## src/hdl/xordp_cfg.svh

```systemverilog
// Purpose: constants for the xor instruction datapath
// Assumes: 16-bit instruction words, 8-bit data
// Notes:   opcode patterns compared against instruction bits 15:9 / 15:8
`ifndef XORDP_CFG_SVH
`define XORDP_CFG_SVH
`define XORDP_LIT_OPC      8'hb4
`define XORDP_FILE_OPC     7'h06
`define XORDP_TGT_BIT      8
`define XORDP_WORK_RST     8'h00
`define XORDP_RF_RST       8'h00
`define XORDP_NULL_RST     1'b0
`endif

```

## src/hdl/xordp_pkg.sv

```systemverilog
// Purpose: shared types for the xor instruction datapath
// Assumes: four quarter phases per instruction cycle
// Notes:   phase codes are gray along q1..q4
package xordp_pkg;
   typedef enum logic [1:0] {
      XORDP_Q1 = 2'b00,
      XORDP_Q2 = 2'b01,
      XORDP_Q3 = 2'b11,
      XORDP_Q4 = 2'b10
   } xordp_phase_e;
   typedef logic [7:0]  xordp_byte_t;
   typedef logic [15:0] xordp_word_t;
endpackage : xordp_pkg

```

## src/hdl/xordp_rf_if.sv

```systemverilog
// Purpose: register file access bundle between datapath modules
// Assumes: single clock domain
// Notes:   one address shared by the read and the write path
`timescale 1ns/1ps
`default_nettype none
interface xordp_rf_if;
   import xordp_pkg::*;
   xordp_byte_t addr;
   xordp_byte_t rdData;
   xordp_byte_t wrData;
   logic        wrEn;
   modport core (output addr, input rdData, output wrData, output wrEn);
   modport file (input addr, output rdData, input wrData, input wrEn);
endinterface : xordp_rf_if
`default_nettype wire

```

## src/hdl/xordp_regfile.sv

```systemverilog
// Purpose: 256 byte data register file for the xor datapath
// Assumes: combinational read, write on clock edge
// Notes:   contents cleared by reset so no xor ever folds in an unknown byte
`timescale 1ns/1ps
`default_nettype none
`include "xordp_cfg.svh"
module xordp_regfile (
   input  wire logic clk,
   input  wire logic nrst,
   xordp_rf_if.file  rf
);
   import xordp_pkg::*;
   xordp_byte_t mem [0:255];
   // asynchronous read so operands are ready in q2
   assign rf.rdData = mem[rf.addr];
   // write only when the core asks, in q4; reset costs flops but keeps results known
   always_ff @(posedge clk or negedge nrst) begin
      if (!nrst) begin
         for (int i = 0; i < 256; i++) begin
            mem[i] <= `XORDP_RF_RST;
         end
      end else if (rf.wrEn) begin
         mem[rf.addr] <= rf.wrData;
      end
   end
endmodule : xordp_regfile
`default_nettype wire

```

## src/hdl/xordp_core.sv

```systemverilog
// Purpose: executes the literal and file xor instructions of an 8-bit core
// Assumes: instruction word is held stable on instr for the whole cycle
// Notes:   one instruction cycle is four clocks, q1 to q4
`timescale 1ns/1ps
`default_nettype none
`include "xordp_cfg.svh"
// Operation
// - literal xor: working register xor low instruction byte into working register
// - file xor: working register xor addressed data register, bit 8 selects target
// - target clear: result to working register, data register untouched
// - target set: result to data register, working register untouched
// - one word, one cycle: decode q1, read q2, execute q3, write q4
module xordp_core (
   input  wire logic                clk,
   input  wire logic                nrst,
   input  wire xordp_pkg::xordp_word_t instr,
   input  wire logic                instrValid,
   input  wire logic                rfPeekEn,
   input  wire xordp_pkg::xordp_byte_t rfPeekAddr,
   output logic                     cycleStart,
   output xordp_pkg::xordp_byte_t   rfPeekData,
   output xordp_pkg::xordp_byte_t   workingRegister,
   output logic                     resultNullFlag
);
   import xordp_pkg::*;

   xordp_rf_if rf ();

   // sequencer state
   xordp_phase_e phase_r, phase_nxt;

   // decode state, latched at the q1 edge
   logic         isLit_r, isLit_nxt;
   logic         isFile_r, isFile_nxt;
   logic         tgt_r, tgt_nxt;
   xordp_byte_t  lit_r, lit_nxt;
   xordp_byte_t  addr_r, addr_nxt;

   // operand and result, moved in q2 and q3
   xordp_byte_t  opnd_r, opnd_nxt;
   xordp_byte_t  res_r, res_nxt;

   // visible state, moved only at the q4 edge
   xordp_byte_t  workReg_r, workReg_nxt;
   logic         null_r, null_nxt;

   // observation path into the data registers
   xordp_byte_t  peek_r, peek_nxt;

   // decode helpers, used only by the decode group at the q1 edge
   function automatic logic isLitOp(input xordp_word_t w);
      return w[15:8] == `XORDP_LIT_OPC;
   endfunction : isLitOp

   function automatic logic isFileOp(input xordp_word_t w);
      return w[15:9] == `XORDP_FILE_OPC;
   endfunction : isFileOp

   // destination decode, kept apart so the two write strobes never overlap
   function automatic logic toWork(input logic lit, input logic fil, input logic tgt);
      return lit || (fil && !tgt);
   endfunction : toWork

   function automatic logic toFile(input logic fil, input logic tgt);
      return fil && tgt;
   endfunction : toFile

   // zero test of a result byte for the null flag
   function automatic logic isZero(input xordp_byte_t b);
      return b == 8'h00;
   endfunction : isZero

   // phase sequencer: free running four phase cycle
   always_comb begin
      case (phase_r)
         XORDP_Q1: phase_nxt = XORDP_Q2;
         XORDP_Q2: phase_nxt = XORDP_Q3;
         XORDP_Q3: phase_nxt = XORDP_Q4;
         XORDP_Q4: phase_nxt = XORDP_Q1;
         default:  phase_nxt = XORDP_Q1;
      endcase
   end

   // decode group: kind, target and operand byte are taken at the q1 edge
   always_comb begin
      isLit_nxt  = isLit_r;
      isFile_nxt = isFile_r;
      tgt_nxt    = tgt_r;
      lit_nxt    = lit_r;
      addr_nxt   = addr_r;
      case (phase_r)
         XORDP_Q1: begin
            // unknown opcodes decode to neither kind, so no visible state or data register moves later
            isLit_nxt  = instrValid && isLitOp(instr);
            isFile_nxt = instrValid && isFileOp(instr);
            tgt_nxt    = instr[`XORDP_TGT_BIT];
            lit_nxt    = instr[7:0];
            addr_nxt   = instr[7:0]; // full 0..255 range
         end
         XORDP_Q2, XORDP_Q3, XORDP_Q4: begin
            // decoded fields stand for the rest of the cycle
            tgt_nxt = tgt_r;
         end
         default: begin
            isLit_nxt  = 1'b0;
            isFile_nxt = 1'b0;
         end
      endcase
   end

   // operand group: fetch in q2, xor in q3
   always_comb begin
      opnd_nxt = opnd_r;
      res_nxt  = res_r;
      case (phase_r)
         XORDP_Q2: begin
            // the port is steered to the decoded address in q2
            opnd_nxt = isLit_r ? lit_r : rf.rdData;
         end
         XORDP_Q3: begin
            res_nxt = workReg_r ^ opnd_r;
         end
         XORDP_Q1, XORDP_Q4: begin
            // result stands through q4 so the write-back sees a settled byte
            res_nxt = res_r;
         end
         default: begin
            opnd_nxt = 8'h00;
         end
      endcase
   end

   // write-back group: only the q4 edge moves the visible state
   always_comb begin
      workReg_nxt = workReg_r;
      null_nxt    = null_r;
      if (phase_r == XORDP_Q4) begin
         if (toWork(isLit_r, isFile_r, tgt_r)) begin
            workReg_nxt = res_r;
         end
         if (isLit_r || isFile_r) begin
            null_nxt = isZero(res_r);
         end
      end
   end

   // peek reads only in q1 and q3 so the operand fetch and the write-back keep the port
   always_comb begin
      peek_nxt = peek_r;
      if (rfPeekEn && phase_r != XORDP_Q2 && phase_r != XORDP_Q4) begin
         peek_nxt = rf.rdData;
      end
   end

   // register file port: write only the target-set file op in q4
   always_comb begin
      rf.wrEn   = (phase_r == XORDP_Q4) && toFile(isFile_r, tgt_r);
      rf.wrData = res_r;
      // the peek address borrows the port only in q1 and q3
      if (phase_r == XORDP_Q2 || phase_r == XORDP_Q4) begin
         rf.addr = addr_r;
      end else begin
         rf.addr = rfPeekAddr;
      end
   end

   // phase register; reset parks it in q1 so the first edge decodes
   always_ff @(posedge clk or negedge nrst) begin
      if (!nrst) begin
         phase_r <= XORDP_Q1;
      end else begin
         phase_r <= phase_nxt;
      end
   end

   // decode registers
   always_ff @(posedge clk or negedge nrst) begin
      if (!nrst) begin
         isLit_r  <= 1'b0;
         isFile_r <= 1'b0;
         tgt_r    <= 1'b0;
         lit_r    <= 8'h00;
         addr_r   <= 8'h00;
      end else begin
         isLit_r  <= isLit_nxt;
         isFile_r <= isFile_nxt;
         tgt_r    <= tgt_nxt;
         lit_r    <= lit_nxt;
         addr_r   <= addr_nxt;
      end
   end

   // operand and result registers
   always_ff @(posedge clk or negedge nrst) begin
      if (!nrst) begin
         opnd_r <= 8'h00;
         res_r  <= 8'h00;
      end else begin
         opnd_r <= opnd_nxt;
         res_r  <= res_nxt;
      end
   end

   // visible state; cleared so the first xor starts from a known byte
   always_ff @(posedge clk or negedge nrst) begin
      if (!nrst) begin
         workReg_r <= `XORDP_WORK_RST;
         null_r    <= `XORDP_NULL_RST;
      end else begin
         workReg_r <= workReg_nxt;
         null_r    <= null_nxt;
      end
   end

   // peek register
   always_ff @(posedge clk or negedge nrst) begin
      if (!nrst) begin
         peek_r <= 8'h00;
      end else begin
         peek_r <= peek_nxt;
      end
   end

   xordp_regfile u_regfile (
      .clk  (clk),
      .nrst (nrst),
      .rf   (rf.file)
   );

   assign cycleStart      = (phase_r == XORDP_Q1);
   assign rfPeekData      = peek_r;
   assign workingRegister = workReg_r;
   assign resultNullFlag  = null_r;
endmodule : xordp_core
`default_nettype wire

```

## config.mk

```make
export PLATFORM = sky130hd
export DESIGN_NAME = xordp_core
export DESIGN_NICKNAME = d
export VERILOG_FILES = /design/src/hdl/xordp_pkg.sv /design/src/hdl/xordp_rf_if.sv /design/src/hdl/xordp_regfile.sv /design/src/hdl/xordp_core.sv
export VERILOG_INCLUDE_DIRS = /design/src /design/src/hdl
export SDC_FILE = /design/constraint.sdc
export NUM_CORES = 2
export LEC_CHECK = 0
export BUFFER_PORTS_ARGS = -buffer_cell sky130_fd_sc_hd__clkbuf_2
export CAP_MARGIN = 20
export CORE_MARGIN = 4
export CORE_UTILIZATION = 47
export DETAILED_ROUTE_END_ITERATION = 6
export HOLD_SLACK_MARGIN = 0.1
export PLACE_DENSITY_LB_ADDON = 0.1
export SYNTH_ARGS = -nofsm -noshare
export SYNTH_HDL_FRONTEND = slang
export SYNTH_SLANG_ARGS = --single-unit
export TNS_END_PERCENT = 10
```

## constraint.sdc

```tcl
create_clock -name clk -period 5.1 [get_ports clk]
set_input_delay 0.765 -clock clk [delete_from_list [all_inputs] [get_ports clk]]
set_output_delay 0.765 -clock clk [all_outputs]
set_load 0.02 [all_outputs]
```

Word-level counts from Yosys, hierarchy flattened:

Index checks and enable logic that the tools add are counted.

* register bits: 2094
* bits of input ports: 28
* output and inout port bits: 18
* logic and storage cells: 304

* $lt $le $gt $ge: 2
* equality and inequality tests: 7
* mux-type cells: 10
* bitwise gates (word level): 2
* reduce and logical (&&, ||, !) cells: 17

Operators by type and width (count)
* 2048-bit bitwise mux: 1
* 8-bit binary-select mux with 8-bit select: 1
* 8-bit demux with 8-bit select: 1
* 8-bit 2-to-1 mux: 5
* 9-bit greater-or-equal comparator (second input constant): 1
* 9-bit by 1-bit less-than comparator with 1-bit output (second input constant): 1
* 8-bit NOT with 9-bit output: 1
* 8-bit equality test (second input constant): 1
* 1-bit logical AND: 8
* 8-bit zero test: 1
* 2-bit one-hot mux with 4 select lines: 1
* 8-bit bitwise XOR: 1
* 7-bit by 3-bit equality test with 1-bit output (second input constant): 1
* 2-bit equality test (second input constant): 2
* 2-bit AND reduction: 2
* 1-bit logical OR: 3
* 3-bit OR reduction: 1
* 2-bit by 1-bit equality test with 1-bit output (second input constant): 1
* 2-bit zero test: 1
* 2-bit by 1-bit inequality test with 1-bit output (second input constant): 1
* 2-bit inequality test (second input constant): 1
* 1-bit zero test: 1
* 1-bit 2-to-1 mux: 1

Longest topological paths before layout:

* depth in word-level cells: 9
* depth in mapped cells: 15
* depth with buffers taken out: 10

By module:

A second synthesis with hierarchy kept.

* cells, all modules: 5991
* area, all modules: 95350.2 um2

By module, submodules not included
* xordp_regfile: instances 1, cells an instance 5827, area an instance 93273.2 um2
* xordp_core: instances 1, cells an instance 164, area an instance 2077.0 um2

Least setup slack after synthesis:

OpenSTA, ideal clock, no wires.

* path kind: reg2reg
* start: register phase_r[0]
* end: register opnd_r[4]
* setup time: 0.136 ns
* arrival time: 3.240 ns
* setup slack: 1.725 ns
* stages on the path, launching flop included: 15
* buffers on the path: 4
* clock period less this slack: 3.375 ns
* path through: dfrtp_1 inv_1 ha_1 buf_4 mux2i_4 buf_2 buf_4 buf_2 mux4_2 a22oi_1 nand2_1 o31ai_1 nand2_1 nor4_1 o21ai_0

* longest elaborated chain between the ends: 8
* elaborated cells on any way between the ends: 9

RTL lines
* start, declared: line xordp_core.sv:30 `xordp_phase_e phase_r, phase_nxt;`
* start signal, assigned: line xordp_core.sv:172 `phase_r <= phase_nxt;`
* 2-bit by 1-bit equality test with 1-bit output / 2-bit equality test (equally long branches): line xordp_core.sv:115, xordp_core.sv:160
* 1-bit logical OR: line xordp_core.sv:160 `if (phase_r == XORDP_Q2 || phase_r == XORDP_Q4) begin`
* 8-bit 2-to-1 mux: line xordp_core.sv:160
* 8-bit NOT with 9-bit output (implied by the code): line xordp_regfile.sv:15 `assign rf.rdData = mem[rf.addr];`
* 8-bit binary-select mux with 8-bit select: line xordp_regfile.sv:15
* 8-bit 2-to-1 mux (implied by the code) (2 in a row): line xordp_regfile.sv:15
* 8-bit 2-to-1 mux: line xordp_core.sv:118 `opnd_nxt = isLit_r ? lit_r : rf.rdData;`
* end signal, assigned: line xordp_core.sv:199 `opnd_r <= opnd_nxt;`
* end, declared: line xordp_core.sv:40 `xordp_byte_t opnd_r, opnd_nxt;`

Parallel ways exist; a longest one is shown, timed or not. The select of a mux whose other input is x is not followed.
A chain may end at the register's enable or synchronous reset.

Worst setup path in the final report:

Ends and elaborated chain as after synthesis.

==> metrics.md <==
| Metric | Value |
|---|---|
| Status | complete, no violations |
| Worst-path fanout max | 35 |
| # H-tree levels | 4 |
| Slew Limit Fails | 0 |
| Crit path capture type | flip-flop |
| Warnings, synthesis | 0 |
| TritonRoute pass-1 iters | 6 |
| Utilization after layout | a little over half |
| Compound-Gate Fraction of Synth Area | 3.54% |
| Initial antenna violation count | 7 |
| MaxCap Viol Count | 0 |
| Leading area contributor after synthesis | dfrtp_1 |
| Internal power | 26800 uW |
| Hold crit path type | in -> reg |
| Fmax achieved | 201 MHz |
| Post-Syn Nets | 6243 |
| DIE HEIGHT | 458 microns |
| Power density over the cells | 327 nW/um^2 |
| Post-route minimum period | 4.97 ns |
| Clk_lat worst skew | 0.86 ns |
| Routed len/inst | just under 30 microns |
| P&R area growth vs syn | 12.3% |
| Vias in the first global route | between 50000 and 60000 |
| Port Buffers | 45 |
| Setup Total Neg Slack | 0 ns |
| Leak Pwr | 0.0509 uW |
| CP startpoint kind | flip-flop |
| Multiplexer share of the synthesized area | between 30 and 40% |
| Clock Tree Root | clkbuf_16 |
| Mapped Area | 95000 sq um |
| Final Hold Viols | 0 |
| DP HPWL | 174000 microns |
| Max_slew headroom | 15.1% |
| Sequential share of the synthesized area | 55.1% |
| CP Data Arrival Time | 5.70 ns |
| Combinational share of power | 4.2% |
| RSZ-0062 raised after global routing | false |
| Worst-path cell chain | inv_1, ha_2, buf_4, mux2_2, a21bo_1, a221oi_1, o41ai_1, a41oi_1, nor4_1, o21ai_0 |
| DR DRC count | 0 |
| Ys flop type | dfrtp_1 |
| Sequential Power Share | 48.0% |
| Most common cell after layout, fill and taps aside | dfrtp_1 |
| CTS tree | done |
| WL final | 272000 microns |
| Clock sink count | 2094 |
| Share of layout cells above drive strength 1 | 51.0% |
| Max incr delay on CP | 1.07 ns |
| DRT antenna net count | 0 |
| Share of synthesized cell area in and, or, nand and nor gates | 2.67% |
| Commonest non-fill, non-tap cells in the layout | 2086 x dfrtp_1, 2068 x mux2_2, 415 x mux4_2 |
| Worst-path clk slew | 0.07 ns |
| Total gr overflow | 0 |
| Crit path kind | reg -> reg |
| Total track usage | 26.0% |
| Initial Utilization | a little under half |
| Post-synth EDFFs | 0 |
| Final worst path period share | 97.5% |
| Synth cell types | 51 |
| Core ar. | 200000 sq um |
| Area share of the largest cell type after synthesis | 55.1% |
| Clock buffer depth | 3 |
| Post-synthesis cell count | 6210 |
| Sw frac | 23.3% |
| Worst hold slack | about 0.17 ns |
| Switching pwr | 8120 uW |
| Site Rows | 164 |
| Die Area | 209000 sq um |
| Post-Synth Adder-Cell Area | 0.0658% |
| Post-route insts no fill | between 9000 and 10000 |
| Ranking of synthesized cells by area | dfrtp_1 55%, mux2_2 25%, mux4_2 9.8% |
| Peak supply drop | 0.346 mV |
| Synth Area in XOR/XNOR | 0.0737% |
| Via density | 6.11 |
| Via count | 55700 |
| Routability Congestion | a little under 0.9 |
| I/O pins | 46 |
| Skew final | 0.0639 ns |
| Slowest CP cell | o41ai_1 |
| Finish-stage setup viols | 0 |
| Placed cells | 8700 |
| FF+latch count, synth | 2094 |
| Clock Power Share | 47.8% |
| Total Power | 34900 uW |
| Postcts setup bufs | 0 |
| Async SR Flop Fraction | 100% |
| Die X | about 460 microns |
| Synthesized area per cell | 15.3 sq um |
| Largest family of logic cells by synthesized area | multiplexers |
| Req. time, crit path | 5.83 ns |
| First-pass GRT wire length | about 400000 microns |
| DRT iter0 DRCs | 4573 |
| Largest net degree at the start of global routing | 177 |
| CTS Buf Count | about 220 |
| Worst slew pin tran | 1.27 ns |
| Nets | 6309 |
-- synthesized netlist by cell type, types with 11 or more instances --
| cell type | count |
|---|---|
| nor2_2 | 105 |
| a22oi_1 | 194 |
| nor2_1 | 116 |
| dfrtp_1 | 2094 |
| a221oi_1 | 87 |
| mux2i_1 | 185 |
| o21ai_0 | 14 |
| nand2_1 | 198 |
| buf_1 | 15 |
| nand4_1 | 16 |
| clkbuf_1 | 314 |
| buf_4 | 35 |
| mux4_2 | 415 |
| a41oi_1 | 17 |
| buf_6 | 11 |
| nand3_1 | 27 |
| a21oi_1 | 40 |
| a22o_1 | 21 |
| buf_2 | 87 |
| mux2_2 | 2070 |
-- final timing paths --
check / start / end / slack (ns) / cells past startpoint
worst max-delay path: phase_r[0] / opnd_r[4] / 0.13 / 10
worst min-delay path: instr[4] / addr_r[4] / 0.17 / 2
worst max register to register: phase_r[0] / opnd_r[4] / 0.13 / 10
worst min register to register: u_regfile.mem[1505] / u_regfile.mem[1505] / 0.50 / 1
max in group asynchronous: nrst / u_regfile.mem[54] / 3.07 / 4
min in group asynchronous: nrst / u_regfile.mem[468] / 0.50 / 2
-- flip-flops by register name (all words and copies together), names as in the netlist --
name and flops:
u_regfile.mem 2048, addr_r 8, opnd_r 8, res_r 8, rfPeekData 8, workingRegister 8
phase_r 2, isFile_r 1, isLit_r 1, resultNullFlag 1, tgt_r 1
-- metal layers --
layer | wire [microns] | part of all wire, % | vias to the layer above | track usage [%]
met5 | 18 | 0.0066 | - | 0
met4 | 10100 | 3.7 | 2 | 9.19
met3 | 13200 | 4.8 | 409 | 4.46
met2 | 127000 | 47 | 1335 | 40.5
met1 | 122000 | 45 | 30500 | 37.1
li1 | - | - | 23400 | -
-- cell type report --
type                    instances  area [sq um]
fillers                     16500         93700
flip-flops and latches       2094         52400
multi-input cells            3648         40700
clock buffers                 353          6870
well taps                    2656          3320
repair buffers                302          2630
clock inverters                64           767
inverters                       6          22.5
diodes                          5          12.5
-- critical path, delay by kind of cell, from the launching register on --
family / cells / cell delay [ns]
compound gates: 5 / 2.70
buf+inv: 2 / 0.48
mux: 1 / 0.41
fa+ha+maj: 1 / 0.37
flops: 1 / 0.38
simple gates: 1 / 0.46
-- what timing repair did --
action	CTS	global route
setup endpoints to repair	0	2
hold endpoints to repair	49	0
gates resized for setup	0	1
hold buffers	4	0
-- stage by stage --
step	area, sq um	worst slack, ns
floorplan	95000	1.72
global placement	99000	0.0557
detailed placement	99000	0.193
CTS	107000	0.121
global route	107000	0.0748
finish	107000	0.129
-- power groups by stage --
stage          registers [uW]  clock network [uW]  logic (uW)
3_5_place_dp            17100                   0        1490
6_report                16800               16700        1460
3_3_place_gp            17100                   0        1480
2_1_floorplan           17000                   0         716
5_1_grt                 16700               17700        1590
4_1_cts                 16700               17000        1490
-- logic make-up (layout without fill, tap and decap cells) --
family	count (synthesis)	after routing
muxes	2671	2671
DFF	2094	2094
other	0	5
xor gates and xnor gates	8	8
and+or+nand+nor	532	532
buffers and inverters	468	725
AOI/OAI and AO/OA	432	432
adders and majority gates	5	5
No activity file was read; power rests on OpenSTA's default activity.
